===== src/rtl/ecp_consts.svh =====
`ifndef ECP_CONSTS_SVH
`define ECP_CONSTS_SVH

// register offsets on the internal register port
`define ECP_OFS_THERM_VOLT 16'h001A
`define ECP_OFS_PIN_CFG 16'h0046
`define ECP_OFS_SAG_LIMIT 16'h0086
`define ECP_OFS_SWELL_LIMIT 16'h0088
`define ECP_OFS_EVT_CLEAR 16'h0092

// event clear field: implemented bits 15..6, low six read as zero
`define ECP_EVT_LO 6
`define ECP_EVT_N 10
`define ECP_EVT_SWELL 0
`define ECP_EVT_SAG 1

// pin configuration field layout and codes
`define ECP_CFG_W 3
`define ECP_CFG_BITS 12
`define ECP_CFG_RESET 12'h492
`define ECP_CODE_STD 3'h5
`define ECP_CODE_CRIT 3'h4
`define ECP_CODE_SPECIAL 3'h3
`define ECP_CODE_INPUT 3'h2
`define ECP_PIN_ADDR_LO 0
`define ECP_PIN_ADDR_HI 1
`define ECP_PIN_THERM 2

// limit reset values and strap settle count (cycles after reset release)
`define ECP_SAG_LIMIT_RESET 16'h0000
`define ECP_SWELL_LIMIT_RESET 16'hFFFF
`define ECP_STRAP_SETTLE 2'h3

`endif


===== src/rtl/ecp_pkg.sv =====
package ecp_pkg;

    // effective behaviour of one multipurpose pin, one-hot
    typedef enum logic [4:0] {
        ECP_MODE_INPUT = 5'b00001,
        ECP_MODE_STD = 5'b00010,
        ECP_MODE_CRIT = 5'b00100,
        ECP_MODE_ADDR = 5'b01000,
        ECP_MODE_THERM = 5'b10000
    } ecp_pin_mode_t;

endpackage


===== src/rtl/ecp_sag_if.sv =====
`timescale 1ns/1ps
`default_nettype none

// carries the trailing mean-square voltage and limits to the sag detector
interface ecp_sag_if #(
    parameter int VMS_W = 16
);
    logic data_ready;
    logic [VMS_W-1:0] vms;
    logic [VMS_W-1:0] sag_limit;
    logic [VMS_W-1:0] swell_limit;
    logic sag_hit;
    logic swell_hit;

    modport ctrl (output data_ready, output vms, output sag_limit, output swell_limit,
                  input sag_hit, input swell_hit);
    modport det (input data_ready, input vms, input sag_limit, input swell_limit,
                 output sag_hit, output swell_hit);
endinterface

`default_nettype wire


===== src/rtl/ecp_top.sv =====
// Functional notes
// - writing one to clear bits 15..6 clears that latched event; zero does nothing
// - clear register bits 5..0 always read zero
// - clear bits drop by themselves once flag and test bit are clear
// - clearing a test-forced event also clears its test bit and flag
// - events other than sag and swell are evaluated once per computation cycle
// - trailing mean-square voltage from the engine feeds sag and swell detection
// - each data-ready compares that voltage to sag and swell limits, sets flags
// - sag and swell use no hold qualification
// - masked sag or swell drives the notification pin high
// - sag and swell stay latched until host clears them
// - four multipurpose pins with input, notify, address and thermistor modes
// - notification pins follow the event masks of their class
// - pins reset to logic input and mirror live state to status
// - strap low at reset makes pins zero and one address inputs
// - strap high means single-device mode, address ignored, pins free
// - pin two as thermistor input makes thermistor register hold converter reading
// - pin two as output makes thermistor register read zero
// - code 101 is standard output, 100 critical output; pin three bits 11..9
// - code 010 is logic input and the reset value of every field
// - pin two field bits 8..6, code 011 is thermistor input
// - pin one bits 5..3, pin zero bits 2..0, code 011 is address input
// - configuration bits 15..12 read zero
`timescale 1ns/1ps
`default_nettype none
`include "ecp_consts.svh"

module ecp_top #(
    parameter int VMS_W = 16,
    parameter int THERM_W = 16,
    parameter int PIN_N = 4
) (
    input wire logic clk,
    input wire logic rst,
    input wire logic [15:0] reg_addr,
    input wire logic reg_wr_en,
    input wire logic [15:0] reg_wr_data,
    input wire logic reg_rd_en,
    output logic [15:0] reg_rd_data,
    output logic reg_rd_valid,
    input wire logic comp_cycle_stb,
    input wire logic [`ECP_EVT_N-3:0] limit_trip,
    input wire logic data_ready,
    input wire logic [VMS_W-1:0] vms_trailing,
    input wire logic [`ECP_EVT_N-1:0] test_force,
    output logic [`ECP_EVT_N-1:0] test_clear_req,
    input wire logic [`ECP_EVT_N-1:0] std_mask,
    input wire logic [`ECP_EVT_N-1:0] crit_mask,
    output logic [15:0] event_flags,
    output logic std_notify,
    output logic crit_notify,
    input wire logic [PIN_N-1:0] pin_in,
    output logic [PIN_N-1:0] pin_out,
    output logic [PIN_N-1:0] pin_oe,
    input wire logic mode_strap,
    output logic [PIN_N-1:0] pin_state,
    output logic multi_dev,
    output logic [1:0] dev_addr,
    input wire logic [THERM_W-1:0] therm_adc,
    input wire logic therm_valid,
    output logic [THERM_W-1:0] therm_volt
);
    localparam int EN = `ECP_EVT_N;

    // register storage
    logic [EN-1:0] flag_reg;
    logic [EN-1:0] flag_next;
    logic [EN-1:0] clr_pend_reg;
    logic [EN-1:0] clr_pend_next;
    logic [`ECP_CFG_BITS-1:0] cfg_reg;
    logic [VMS_W-1:0] sag_lim_reg;
    logic [VMS_W-1:0] swell_lim_reg;
    logic [THERM_W-1:0] therm_reg;
    logic [15:0] rd_data_reg;
    logic rd_valid_reg;

    // pin and strap synchronisers; stage one is read only by stage two
    logic [PIN_N-1:0] pin_meta_reg;
    logic [PIN_N-1:0] pin_sync_reg;
    logic strap_meta_reg;
    logic strap_sync_reg;
    logic [1:0] strap_cnt_reg;
    logic strap_done_reg;
    logic multi_reg;

    // address decode
    wire hit_cfg = reg_addr == `ECP_OFS_PIN_CFG;
    wire hit_clr = reg_addr == `ECP_OFS_EVT_CLEAR;
    wire hit_sag = reg_addr == `ECP_OFS_SAG_LIMIT;
    wire hit_swell = reg_addr == `ECP_OFS_SWELL_LIMIT;
    wire hit_therm = reg_addr == `ECP_OFS_THERM_VOLT;
    wire wr_clr = reg_wr_en & hit_clr;

    // one-cycle clear strobe per event, only where a one was written
    wire [EN-1:0] clr_wr = wr_clr ? reg_wr_data[15:`ECP_EVT_LO] : '0;

    // sag/swell detector link
    ecp_sag_if #(.VMS_W(VMS_W)) sif ();
    assign sif.data_ready = data_ready;
    assign sif.vms = vms_trailing;
    assign sif.sag_limit = sag_lim_reg;
    assign sif.swell_limit = swell_lim_reg;

    ecp_sag_det u_sag (
        .clk(clk),
        .rst(rst),
        .sif(sif)
    );

    // event sources: limit alarms only on the computation-cycle strobe
    wire [EN-1:0] real_set = {limit_trip & {(EN-2){comp_cycle_stb}},
                              sif.sag_hit, sif.swell_hit};
    // a forced event being cleared no longer re-sets its flag
    wire [EN-1:0] test_set = test_force & ~clr_pend_reg & ~clr_wr;
    wire [EN-1:0] any_set = real_set | test_set;

    // set wins over clear, so an event in the clear cycle survives
    always_comb begin
        flag_next = (flag_reg & ~clr_wr) | any_set;
        clr_pend_next = (clr_pend_reg | clr_wr)
                      & ~(~flag_reg & ~test_force & ~clr_wr);
    end

    // pending clear requests the matching test bit to drop as well
    assign test_clear_req = clr_pend_reg & test_force;

    always_ff @(posedge clk) begin
        if (rst) begin
            flag_reg <= '0;
            clr_pend_reg <= '0;
        end else begin
            flag_reg <= flag_next;
            clr_pend_reg <= clr_pend_next;
        end
    end

    assign event_flags = {flag_reg, 6'h00};

    // notification classes follow their masks; active high
    wire std_act = |(flag_reg & std_mask);
    wire crit_act = |(flag_reg & crit_mask);
    assign std_notify = std_act;
    assign crit_notify = crit_act;

    // configuration and limit registers
    always_ff @(posedge clk) begin
        if (rst) begin
            cfg_reg <= `ECP_CFG_RESET;
            sag_lim_reg <= `ECP_SAG_LIMIT_RESET;
            swell_lim_reg <= `ECP_SWELL_LIMIT_RESET;
        end else if (reg_wr_en) begin
            if (hit_cfg) begin
                cfg_reg <= reg_wr_data[`ECP_CFG_BITS-1:0];
            end
            if (hit_sag) begin
                sag_lim_reg <= reg_wr_data[VMS_W-1:0];
            end
            if (hit_swell) begin
                swell_lim_reg <= reg_wr_data[VMS_W-1:0];
            end
        end
    end

    // pin and strap synchronisers
    always_ff @(posedge clk) begin
        pin_meta_reg <= pin_in;
        pin_sync_reg <= pin_meta_reg;
        strap_meta_reg <= mode_strap;
        strap_sync_reg <= strap_meta_reg;
    end

    // strap is caught once, after the synchroniser has settled past reset
    always_ff @(posedge clk) begin
        if (rst) begin
            strap_cnt_reg <= 2'h0;
            strap_done_reg <= 1'b0;
            multi_reg <= 1'b0;
        end else if (!strap_done_reg) begin
            if (strap_cnt_reg == `ECP_STRAP_SETTLE) begin
                strap_done_reg <= 1'b1;
                multi_reg <= ~strap_sync_reg;
            end else begin
                strap_cnt_reg <= strap_cnt_reg + 2'h1;
            end
        end
    end

    assign multi_dev = multi_reg;

    // per-pin mode decode and drive
    ecp_pkg::ecp_pin_mode_t pin_mode [PIN_N];
    genvar gi;
    generate
        for (gi = 0; gi < PIN_N; gi++) begin : g_pin
            wire [2:0] code = cfg_reg[gi*`ECP_CFG_W +: `ECP_CFG_W];
            wire is_addr_pin = (gi == `ECP_PIN_ADDR_LO) || (gi == `ECP_PIN_ADDR_HI);
            wire is_therm_pin = gi == `ECP_PIN_THERM;
            // multi-device mode takes the address pins over regardless of code
            assign pin_mode[gi] =
                (is_addr_pin && multi_reg) ? ecp_pkg::ECP_MODE_ADDR :
                (code == `ECP_CODE_STD) ? ecp_pkg::ECP_MODE_STD :
                (code == `ECP_CODE_CRIT) ? ecp_pkg::ECP_MODE_CRIT :
                (code == `ECP_CODE_SPECIAL && is_therm_pin) ? ecp_pkg::ECP_MODE_THERM :
                (code == `ECP_CODE_SPECIAL && is_addr_pin) ? ecp_pkg::ECP_MODE_ADDR :
                ecp_pkg::ECP_MODE_INPUT;
            assign pin_oe[gi] = (pin_mode[gi] == ecp_pkg::ECP_MODE_STD)
                              | (pin_mode[gi] == ecp_pkg::ECP_MODE_CRIT);
            assign pin_out[gi] = ((pin_mode[gi] == ecp_pkg::ECP_MODE_STD) & std_act)
                               | ((pin_mode[gi] == ecp_pkg::ECP_MODE_CRIT) & crit_act);
        end
    endgenerate

    // live pin state for the status register, driven pins read their own level
    assign pin_state = pin_sync_reg;

    // address bits only count in multi-device mode; ignored otherwise
    assign dev_addr = multi_reg ? pin_sync_reg[1:0] : 2'h0;

    // thermistor reading is held only while pin two is a sensor input
    wire therm_mode = pin_mode[`ECP_PIN_THERM] == ecp_pkg::ECP_MODE_THERM;
    always_ff @(posedge clk) begin
        if (rst) begin
            therm_reg <= '0;
        end else if (!therm_mode) begin
            therm_reg <= '0;
        end else if (therm_valid) begin
            therm_reg <= therm_adc;
        end
    end

    assign therm_volt = therm_reg;

    // read mux; unmapped addresses and unused bits read zero
    wire [15:0] rd_clr = {clr_pend_reg, 6'h00};
    wire [15:0] rd_cfg = {4'h0, cfg_reg};
    wire [15:0] rd_mux = hit_clr ? rd_clr :
                         hit_cfg ? rd_cfg :
                         hit_sag ? 16'(sag_lim_reg) :
                         hit_swell ? 16'(swell_lim_reg) :
                         hit_therm ? 16'(therm_reg) : 16'h0000;

    always_ff @(posedge clk) begin
        if (rst) begin
            rd_data_reg <= 16'h0000;
            rd_valid_reg <= 1'b0;
        end else begin
            rd_valid_reg <= reg_rd_en;
            if (reg_rd_en) begin
                rd_data_reg <= rd_mux;
            end
        end
    end

    assign reg_rd_data = rd_data_reg;
    assign reg_rd_valid = rd_valid_reg;
endmodule

`default_nettype wire


===== src/rtl/ecp_sag_det.sv =====
`timescale 1ns/1ps
`default_nettype none

module ecp_sag_det (
    input wire logic clk,
    input wire logic rst,
    ecp_sag_if.det sif
);
    // threshold compares, evaluated only on a data-ready strobe
    wire sag_cmp = sif.vms < sif.sag_limit;
    wire swell_cmp = sif.vms > sif.swell_limit;

    logic sag_reg;
    logic swell_reg;

    // no hold qualification: a single sample beyond the limit is enough
    always_ff @(posedge clk) begin
        if (rst) begin
            sag_reg <= 1'b0;
            swell_reg <= 1'b0;
        end else begin
            sag_reg <= sif.data_ready & sag_cmp;
            swell_reg <= sif.data_ready & swell_cmp;
        end
    end

    assign sif.sag_hit = sag_reg;
    assign sif.swell_hit = swell_reg;
endmodule

`default_nettype wire


===== config.mk =====
export PLATFORM = sky130hd
export DESIGN_NAME = ecp_top
export DESIGN_NICKNAME = d
export VERILOG_FILES = /design/src/rtl/ecp_pkg.sv /design/src/rtl/ecp_sag_if.sv /design/src/rtl/ecp_top.sv /design/src/rtl/ecp_sag_det.sv
export VERILOG_INCLUDE_DIRS = /design/src /design/src/rtl
export SDC_FILE = /design/constraint.sdc
export NUM_CORES = 1
export LEC_CHECK = 0
export BUFFER_PORTS_ARGS = -buffer_cell sky130_fd_sc_hd__buf_2
export CELL_PAD_IN_SITES_DETAIL_PLACEMENT = 1
export CELL_PAD_IN_SITES_GLOBAL_PLACEMENT = 1
export CORE_UTILIZATION = 35
export CTS_CLUSTER_DIAMETER = 50
export DETAILED_ROUTE_END_ITERATION = 16
export GPL_ROUTABILITY_DRIVEN = 0
export HOLD_SLACK_MARGIN = 0.03
export PLACE_DENSITY = 0.84
export SLEW_MARGIN = 5
export SYNTH_ARGS = -nofsm -noshare
export SYNTH_HDL_FRONTEND = slang
export SYNTH_SLANG_ARGS = --single-unit

===== constraint.sdc =====
create_clock -name clk -period 2.5 [get_ports clk]
set_input_delay 0.25 -clock clk [delete_from_list [all_inputs] [get_ports clk]]
set_output_delay 0.25 -clock clk [all_outputs]
set_load 0.02 [all_outputs]

Yosys cells after proc, flatten, opt, wreduce, memory -nomap -nowiden
Index checks and enable logic that the tools add are counted.
Word-level totals
  flip-flop bits (word level): 113
  input bits: 114
  word-level logic and storage cells: 117
Operators by class
  add/subtract/negate cells: 1
  order comparisons: 2
  equal/unequal tests: 26
  mux-type cells: 22
  bitwise logic cells: 41
  reduce and logical (&&, ||, !) cells: 8
Operator list (number)
  $and 10x10->10: 9
  $mux 16: 5
  $not 10->10: 5
  $eq 16x8->1 const B: 3
  $mux 4: 8
  $or 10x10->10: 3
  $eq 3x3->1 const B: 9
  $reduce_or 10->1: 2
  $eq 16x5->1 const B: 1
  $eq 16x7->1 const B: 1
  $gt 16x16->1: 1
  $lt 16x16->1: 1
  $mux 5: 3
  $eq 3x2->1 const B: 4
  $and 1x1->1: 11
  $mux 10: 1
  $reduce_and 2->1: 5
  $and 8x8->8: 1
  $eq 4x2->1 const B: 2
  $eq 4x3->1 const B: 2
  $or 1x1->1: 8
  $mux 3: 2
  $eq 5x2->1 const B: 1
  $eq 5x3->1 const B: 1
  7 further kinds: 11

Logic depth before layout (Yosys ltp)
Gate-level depths: netlist (run 1).
  depth in word-level cells: 8
  mapped depth: 7
  mapped depth without buffers: 7

By module
Synthesis (run 1) repeated with hierarchy kept, for this count alone.
Second synthesis, totals
  cell total of the unflattened synthesis: 666
  area, all modules: 5660.4 um2
By module, submodules not included
  ecp_top: instances 1, cells an instance 554, area each 4824.6 um2, sequential area each 2222.1 um2
  ecp_sag_det: instances 1, cells an instance 112, area each 835.8 um2, sequential area each 40.0 um2

Worst setup path after synthesis (run 1)
No wires, ideal clock.
  kind: in2reg
  start: in reg_addr[13]
  end: reg cfg_reg[10]
  setup time: 0.130 ns
  data arrival time: 2.170 ns
  data required time: 2.370 ns
  path slack: 0.200 ns
  stages on the path: 7
  cells stage by stage: or4_1 > or4_1 > buf_2 > and4bb_2 > buf_6 > mux2i_1 > nand2_1
On the way
  cells in the longest elaborated chain, start to end: 2
Ends and longest elaborated chain
  start, declared: line ecp_top.sv:35  | input wire logic [15:0] reg_addr,
  $eq 16x7->1 (no source line)
  $reduce_and 2->1 (no source line)
  end signal, assigned: line ecp_top.sv:148  | cfg_reg <= `ECP_CFG_RESET;
  end signal, assigned: line ecp_top.sv:153  | cfg_reg <= reg_wr_data[`ECP_CFG_BITS-1:0];
  end, declared: line ecp_top.sv:70  | logic [`ECP_CFG_BITS-1:0] cfg_reg;
No other way between the ends.
A chain may end at the register's enable or synchronous reset.

Worst setup path in the final report (run 1)
  start: reg flag_reg[6]
  end: out pin_out[2]
On the way
  cells in the longest elaborated chain, start to end: 4
  elaborated cells on any way between the ends: 7
  those cells by class: 5 x bitwise; 2 x reduce/logical
Ends and longest elaborated chain
  start, declared: line ecp_top.sv:66  | logic [EN-1:0] flag_reg;
  start signal, assigned: line ecp_top.sv:132  | flag_reg <= flag_next;
  $and 10x10->10, on equally long branches: line ecp_top.sv:140, ecp_top.sv:141
  $reduce_or 10->1, on equally long branches: line ecp_top.sv:140, ecp_top.sv:141
  $and 1x1->1, on equally long branches: line ecp_top.sv:208, ecp_top.sv:209
  $or 1x1->1 *: line ecp_top.sv:209  | | ((pin_mode[gi] == ecp_pkg::ECP_MODE_CRIT) & crit_act);
  end, declared: line ecp_top.sv:53  | output logic [PIN_N-1:0] pin_out,
Every way passes the cells marked *; elsewhere a longest branch is shown, timed or not.

==> results.cfg, run 1 <==
[placed_design]
hpwlAfterDp_mm = 14.1
place_inst = 973
port_buffers = 183
place_area_mm2 = 0.00656

[synthesis]
synth_common_cells = 113 x dfxtp_1, 81 x nand2_1, 50 x nor2_1
synthTopCellsByArea = dfxtp_1 42%, ha_1 7.4%, mux2i_1 6.1%
yosysTopAreaCell = dfxtp_1
post-synth-top-count-cell = dfxtp_1
synth_area_per_cell_um2 = 8.74
synth_cells = 618
synth_cell_types = 46
syn-cell-area_mm2 = 0.00540
ys_seq_area_share_pct = 41.9
netlist.area_leader.share_pct = 41.9
async_flop_share_pct = 0
synth_edf_count = 0
synth-seq-cells = 113
yosys_warnings = 0
synth_top_flop_cell = dfxtp_1

[final_layout]
antenna_cells = 0
layout-drive-gt1-share_pct = 29.0
final_area_mm2 = 0.00722
area_delta_synth_final_pct = 33.6
finalNonFillerCells = 1013
nets = 958

[grt]
grt_max_degree = 32
overflow = 0
grt_pass1_wl_mm = 28.2
grtUsageMet2_pct = 37.5
grt_use_total_pct = 23.2
use_met3_pct = 6.24
grt_use_met1_pct = 29.6
antenna_found_initial = 0
busiest_layer = met2
grt_pass1_vias = 5361

[setup_path]
crit_required_ns = 2.25
cp_cell_sequence = a22o_1 > a221oi_1 > nand4_1 > buf_4 > mux2i_1 > nor2b_1 > buf_2
rrSetupSlack_ns = 0.49
cp-start-kind = register
timing.rr.end = u_sag.sif.swell_hit
cp_max_fo = 5
crit_type = register to primary output
cp-end-kind = primary output
critPathTopFamily = compound AO/OA/AOI/OAI gates
ff2ff_path_depth = 6
r2r_start = sif.swell_limit[11]
crit_slowest_cell = dfxtp_1
slowest_delay_ns = 0.36
cp.buffers_inverters = 2
cp.arrival_ns = 2.00

[min_path]
hold_class = primary input to register
min_to = therm_volt[4]
hold_start = therm_adc[4]
min_path_cells = 3

[clock_tree]
post_cts_resized = 0
clkTransAtPathRegs_ns = 0.05
cts_buffer_depth = 2
root_buffer = clkbuf_16
clock_sinks = 113
clkLatencyLatePin_ns = 0.42
cts_tree = done
cts_inserted_buffers = 17
htreeDepth = 4

[die]
fp.dieW_um = 126
die_height_um = 126
num_rows = 45
core_area_mm2 = 0.0151
start_util_pct = 35.7
die-area_mm2 = 0.0159
io_pins = 190

[routing]
drc = 0
antenna_left = 0
wl_per_cell_um = 18.0
drt_wl_total_mm = 18.2
viasPerCell = 5.30
drt_iter0_markers = 338
vias = 5372
firstDrtPassIters = 5

[sta]
relSlewSlack_pct = 50.7
grt_setup_unrepaired = no
setup_tns_ns = 0
hold_viol = 0
worstMarginPinSlew_ns = 0.738
finalClockSkew_ns = 0.00749
min_period_over_period_pct = 90.0
drv_slew = 0
fmax_mhz = 444
period_needed_ns = 2.25
setup_viol = 0

[power_and_ir_drop]
p_leak_nw = 3.20
ir_worst_vdd_mv = 0.429
powerDensity_mw_per_mm2 = 661

[job]
drv_cap = 0

[run_status]
status = finished, final reports clean
power by group:
group	switching (mW)	internal, mW
sequential	0.0386	1.85
combinational	0.265	0.199
clock	0.835	1.58
timing repair:
| item | 4_1_cts | 5_1_grt |
|---|---|---|
| hold buffers | 5 | 0 |
| pin swaps | 1 | 2 |
| endpoints found under the setup margin | 1 | 4 |
| hold endpoints to repair | 5 | 0 |
| setup buffers | 0 | 3 |
placed cells by master (no fill, tap or decap), drive strengths merged, types with 6 or more instances in the layout:
master,n
a211oi,12
a21o,7
a21oi,46
a221oi,19
a222oi,6
a22oi,16
and2,14
buf,200
clkbuf,20
clkinv,7
conb,6
dfxtp,113
ha,32
inv,38
mux2i,33
nand2,81
nand4,8
nor2,50
nor2b,20
o211ai,16
o21ai,22
o2bb2ai,8
final cells by class:
cell class	instances	area, um^2
Fill cell	1838	7930
Timing Repair Buffer	205	1130
Inverter	38	143
Clock buffer	20	447
Multi-Input combinational cell	437	2860
Clock inverter	12	140
Sequential cell	113	2260
Tap cell	188	235
worst max-delay path by stage:
stage	to	from	slack (ns)	cells past startpoint
finish	pin_out[2]	flag_reg[6]	0.25	7
global route	pin_out[2]	flag_reg[6]	0.13	7
CTS	pin_out[2]	flag_reg[6]	0.001	6
detailed placement	reg_rd_data[1]	reg_addr[13]	0.04	6
global placement	cfg_reg[1]	reg_addr[13]	0.16	7
floorplan	cfg_reg[10]	reg_addr[13]	0.20	7
worst reg2reg max path: cells and delay by family (launching register included):
| kind | cells | cell delay [ns] |
|---|---|---|
| and+or+nand+nor | 2 | 0.66 |
| AOI/OAI and AO/OA | 2 | 0.49 |
| DFF | 1 | 0.36 |
| adders and majority gates | 1 | 0.29 |
| buffers and inverters | 1 | 0.07 |
kinds of logic after synthesis:
group	Yosys count	share of synthesized area, %
xor+xnor	1	0.162
flops	113	41.9
fa+ha+maj	32	7.41
mux	33	6.12
compound gates	159	19.9
simple gates	206	18.7
buf+inv	73	5.70
other cells	1	0.0694
routing by layer:
layer / routed length, um / vias up
met5: 0 / -
li1: - / 2588
met2: 8300 / 195
met1: 8400 / 2564
met3: 1120 / 25
met4: 396 / 0
through the flow:
stage / worst slack [ns] / power (mW) / utilization [%] / hold slack, ns
floorplan: 0.200 / 2.16 / - / 0.278
global route: 0.131 / 4.96 / 47.6 / 0.0696
detailed placement: 0.0423 / 2.38 / 43.3 / 0.313
finish: 0.250 / 4.77 / 47.6 / 0.0760
CTS: 0.00139 / 4.81 / 47.5 / 0.0624
global placement: 0.164 / 2.37 / 43.3 / 0.310
Note: power is estimated with default switching activity, not from simulation.
==> inputs of run 2 (changes only) <==
- ABC_AREA: not set -> 1
- PLACE_DENSITY: 0.84 -> 0.86
==> results.cfg, run 2 <==
[synthesis]
synth_area_per_cell_um2 = 6.96
synth_top_family_by_area = simple AND/OR/NAND/NOR gates
netlist.area_leader.share_pct = 37.7
synth_compound_area_share_pct = 15.7
async_flop_share_pct = 0
synth_xor_area_share_pct = 0
syn-cell-area_mm2 = 0.00600
synth-seq-cells = 113
synth_cell_types = 40
synth_cells = 863
synth_top_flop_cell = dfxtp_1
synth_common_cells = 220 x nand2_1, 123 x inv_1, 113 x dfxtp_1
synth_edf_count = 0
yosysTopAreaCell = dfxtp_1
ys_seq_area_share_pct = 37.7
post-synth-top-count-cell = nand2_1
synth_fa_ha_area_share_pct = 6.67
yosys.area_share.simple_pct = 28.6
yosys_warnings = 0
synth_mux_area_share_pct = 0
synthTopCellsByArea = dfxtp_1 38%, nand2_1 14%, inv_1 7.7%

[power_and_ir_drop]
p_leak_nw = 3.94
powerDensity_mw_per_mm2 = 632
ir_worst_vdd_mv = 0.514

[final_layout]
final_cell_mix = 220 x nand2_1, 183 x buf_2, 122 x inv_1
final_common_cell = nand2_1
nets = 1193
antenna_cells = 0
final_area_mm2 = 0.00773
finalNonFillerCells = 1279
layout-drive-gt1-share_pct = 23.3
area_delta_synth_final_pct = 28.7
n_fill_cell = 2219

[setup_path]
cp_max_fo = 5
crit_required_ns = 2.25
crit_type = register to primary output
cp.arrival_ns = 1.96
cp-end-kind = primary output
cp-start-kind = register
rrSetupSlack_ns = 0.80

[min_path]
hold_class = primary input to register

[routing]
vias = 6449
drt_iter0_markers = 309
drc = 0
drt_wl_total_mm = 21.1
firstDrtPassIters = 5
wl_per_cell_um = 16.5
viasPerCell = 5.04
antenna_left = 0

[grt]
grt_pass1_wl_mm = 33.6
grt_max_degree = 53
grt_pass1_vias = 6672
overflow = 0
antenna_found_initial = 0
grt_use_total_pct = 24.4

[clock_tree]
clock_sinks = 113
cts_buffer_depth = 2
clkLatencyLatePin_ns = 0.41
clkTransAtPathRegs_ns = 0.06
root_buffer = clkbuf_16
cts_inserted_buffers = 17
htreeDepth = 4
cts_tree = done

[die]
io_pins = 190
start_util_pct = 36.1
core_area_mm2 = 0.0166
die-area_mm2 = 0.0177
fp.dieW_um = 133
die_height_um = 133
num_rows = 47

[placed_design]
hpwlAfterDp_mm = 16.0
port_buffers = 183
place_area_mm2 = 0.00707
place_inst = 1243

[job]
drv_cap = 0

[run_status]
status = finished, final reports clean

[sta]
period_needed_ns = 2.21
hold_viol = 0
setup_tns_ns = 0
drv_slew = 0
finalClockSkew_ns = 0.00803
setup_viol = 0
worstMarginPinSlew_ns = 0.524
relSlewSlack_pct = 64.7
min_period_over_period_pct = 88.3
grt_setup_unrepaired = no
fmax_mhz = 453
-- run 2: through the flow --
stage | total power, mW | hold slack, ns | util, % | setup slack (ns)
2_1_floorplan | 2.19 | 0.278 | - | 0.877
3_3_place_gp | 2.40 | 0.310 | 42.5 | 0.576
3_5_place_dp | 2.41 | 0.313 | 42.5 | 0.447
4_1_cts | 4.91 | 0.0682 | 46.4 | 0.227
5_1_grt | 5.05 | 0.0785 | 46.4 | 0.134
6_report | 4.88 | 0.0748 | 46.4 | 0.292
-- run 2: routing by layer --
layer,share of wire (%),track usage (%),vias to the layer above
met4,3.3,10.7,0
met1,42,28.7,3063
met5,0,0,-
met3,4.4,4.75,52
met2,51,42.9,178
li1,-,-,3156
-- run 2: what timing repair did --
| action | CTS | global route |
|---|---|---|
| setup buffers | 0 | 0 |
| endpoints found under the hold margin | 5 | 0 |
| hold buffers | 5 | 0 |
| resized for setup | 0 | 0 |
-- run 2: power by group --
part	internal [mW]	total [mW]	switching, mW
registers	1.85	1.90	0.0486
logic	0.188	0.495	0.306
clock network	1.62	2.49	0.871
total	3.66	4.88	1.23
-- run 2: cells by family (layout without fill, tap and decap cells) --
logic type      after synthesis  count (layout)
buf+inv                     161             352
flops                       113             113
compound gates              171             171
simple gates                385             385
other cells                   1               6
fa+ha+maj                    32              32
-- run 2: worst max-delay path: stages, from the launching register on --
cell and delay [ns]:
dfxtp_1 0.36, a22o_1 0.25, a211oi_1 0.25, nand4_1 0.33
nand2_1 0.14, nand2_1 0.06, buf_2 0.16
-- run 2: layout make-up --
type | count | area, um^2 | share of cell area (%)
Timing Repair Buffer | 193 | 1020 | 13.1
Sequential cell | 113 | 2260 | 29.3
Tap cell | 220 | 275 | 3.56
Clock buffer | 23 | 508 | 6.57
Clock inverter | 8 | 101 | 1.31
Inverter | 128 | 482 | 6.23
Multi-Input combinational cell | 594 | 3080 | 39.9
-- run 2: path summary, 6_finish.rpt --
kind                                         start                  end  depth (start not counted)
worst max-delay path                   flag_reg[8]           pin_out[3]                          6
worst max register to register  sif.swell_limit[7]  u_sag.sif.swell_hit                          7
worst min register to register     pin_meta_reg[2]         pin_state[2]                          0
worst min-delay path                  therm_adc[7]        therm_volt[7]                          3
==> inputs of run 3 (changes only) <==
- PLACE_DENSITY: 0.86 -> 0.78
==> results.cfg, run 3 (synthesized netlist as in run 2, its figures left out) <==
[die]
num_rows = 47
start_util_pct = 36.1
core_area_mm2 = 0.0166
io_pins = 190
fp.dieW_um = 133
die-area_mm2 = 0.0177
die_height_um = 133

[grt]
grt_use_total_pct = 23.2
overflow = 0
grt_pass1_vias = 6397
grt_max_degree = 35
grt_pass1_wl_mm = 31.5
antenna_found_initial = 0

[setup_path]
cp-end-kind = primary output
cp_max_fo = 5
cp.arrival_ns = 1.89
slowest_delay_ns = 0.34
cp.buffers_inverters = 1
cp_common_cell = nand2_1
critPathTopFamily = simple AND/OR/NAND/NOR gates
cp-start-kind = register
cp_cell_sequence = a22o_1 > a211oi_1 > nand4_1 > nand2_1 > nand2_1 > buf_2
crit_required_ns = 2.25
crit_type = register to primary output
crit_slowest_cell = dfxtp_1

[clock_tree]
clkLatencyLatePin_ns = 0.42
clock_sinks = 113
clkTransAtPathRegs_ns = 0.06
cts_inserted_buffers = 17
cts_tree = done
root_buffer = clkbuf_16
cts_buffer_depth = 2
post_cts_resized = 0
htreeDepth = 4

[routing]
drc = 0
drt_iter0_markers = 245
viasPerCell = 4.89
firstDrtPassIters = 4
vias = 6268
antenna_left = 0
drt_wl_total_mm = 19.9
wl_per_cell_um = 15.5

[final_layout]
final_cell_mix = 220 x nand2_1, 183 x buf_2, 122 x inv_1
antenna_cells = 0
layout-drive-gt1-share_pct = 23.6
area_delta_synth_final_pct = 29.6
final_common_cell = nand2_1
nets = 1196
fin_util_pct = 46.8

[sta]
min_period_over_period_pct = 85.6
period_needed_ns = 2.14
grt_setup_unrepaired = no
hold_viol = 0
worstMarginPinSlew_ns = 0.618
drv_slew = 0
finalClockSkew_ns = 0.00932
setup_viol = 0
fmax_mhz = 468
setup_tns_ns = 0
relSlewSlack_pct = 58.4
hold_ws_ns = 0.0646

[power_and_ir_drop]
combPwrFrac_pct = 9.6
powerDensity_mw_per_mm2 = 645
power.switching_mw = 1.27
ir_worst_vdd_mv = 0.525
p_leak_nw = 3.97
internal_power_mw = 3.75
swShare_pct = 25.4
p_seq_share_pct = 37.7
power.share.clock_pct = 52.6

[job]
drv_cap = 0

[placed_design]
port_buffers = 183
hpwlAfterDp_mm = 15.7

[min_path]
hold_class = primary input to register

[run_status]
status = finished, final reports clean
run 3: timing repair:
action                    in CTS  in global routing
hold endpoints to repair       5                  0
hold buffers                   5                  0
setup buffers                  0                  0
run 3: per-stage QoR:
stage | instance area (um^2) | worst slack, ns | std cells | power [mW]
finish | 7780 | 0.361 | 1283 | 5.02
floorplan | 6020 | 0.877 | 868 | 2.19
detailed placement | 7090 | 0.558 | 1246 | 2.41
CTS | 7780 | 0.357 | 1283 | 5.08
global route | 7780 | 0.199 | 1283 | 5.21
global placement | 7090 | 0.652 | 1246 | 2.40
run 3: final cells by class:
type	count	area [um^2]
Inverter	128	482
Clock inverter	14	201
Multi-Input combinational cell	594	3080
Sequential cell	113	2260
Clock buffer	18	439
Fill cell	2223	8860
Timing Repair Buffer	196	1040
Tap cell	220	275
run 3: path summary, 6_finish.rpt:
| kind | depth (start not counted) | end | start | slack [ns] |
|---|---|---|---|---|
| hold / removal | 3 | therm_volt[13] | therm_adc[13] | 0.06 |
| setup reg to reg | 7 | u_sag.sif.swell_hit | sif.swell_limit[7] | 0.63 |
| setup / recovery | 6 | pin_out[0] | flag_reg[8] | 0.36 |
| hold reg to reg | 0 | pin_state[2] | pin_meta_reg[2] | 0.33 |
run 3: power groups by stage:
| stage | clock (mW) | sequential, mW | combinational (mW) |
|---|---|---|---|
| 6_report | 2.64 | 1.89 | 0.484 |
| 5_1_grt | 2.77 | 1.90 | 0.543 |
| 4_1_cts | 2.69 | 1.89 | 0.488 |
| 3_5_place_dp | 0 | 1.93 | 0.477 |
| 3_3_place_gp | 0 | 1.93 | 0.467 |
| 2_1_floorplan | 0 | 1.95 | 0.240 |
run 3: worst reg2reg max path: stages, from the launching register on:
cell,delay (ns)
dfxtp_1,0.35
inv_1,0.08
ha_1,0.30
nand2_1,0.10
nor4_1,0.57
nand3_1,0.17
nand3_1,0.12
a21oi_1,0.06
run 3: metal layers:
metal  global-route usage, %  vias to the layer above  share of wire [%]
met1                    26.7                     2928                 43
li1                        -                     3174                  -
met3                    4.79                       26                4.2
met4                    8.56                        0                2.0
met2                    41.9                      140                 51
met5                       0                        -                  0
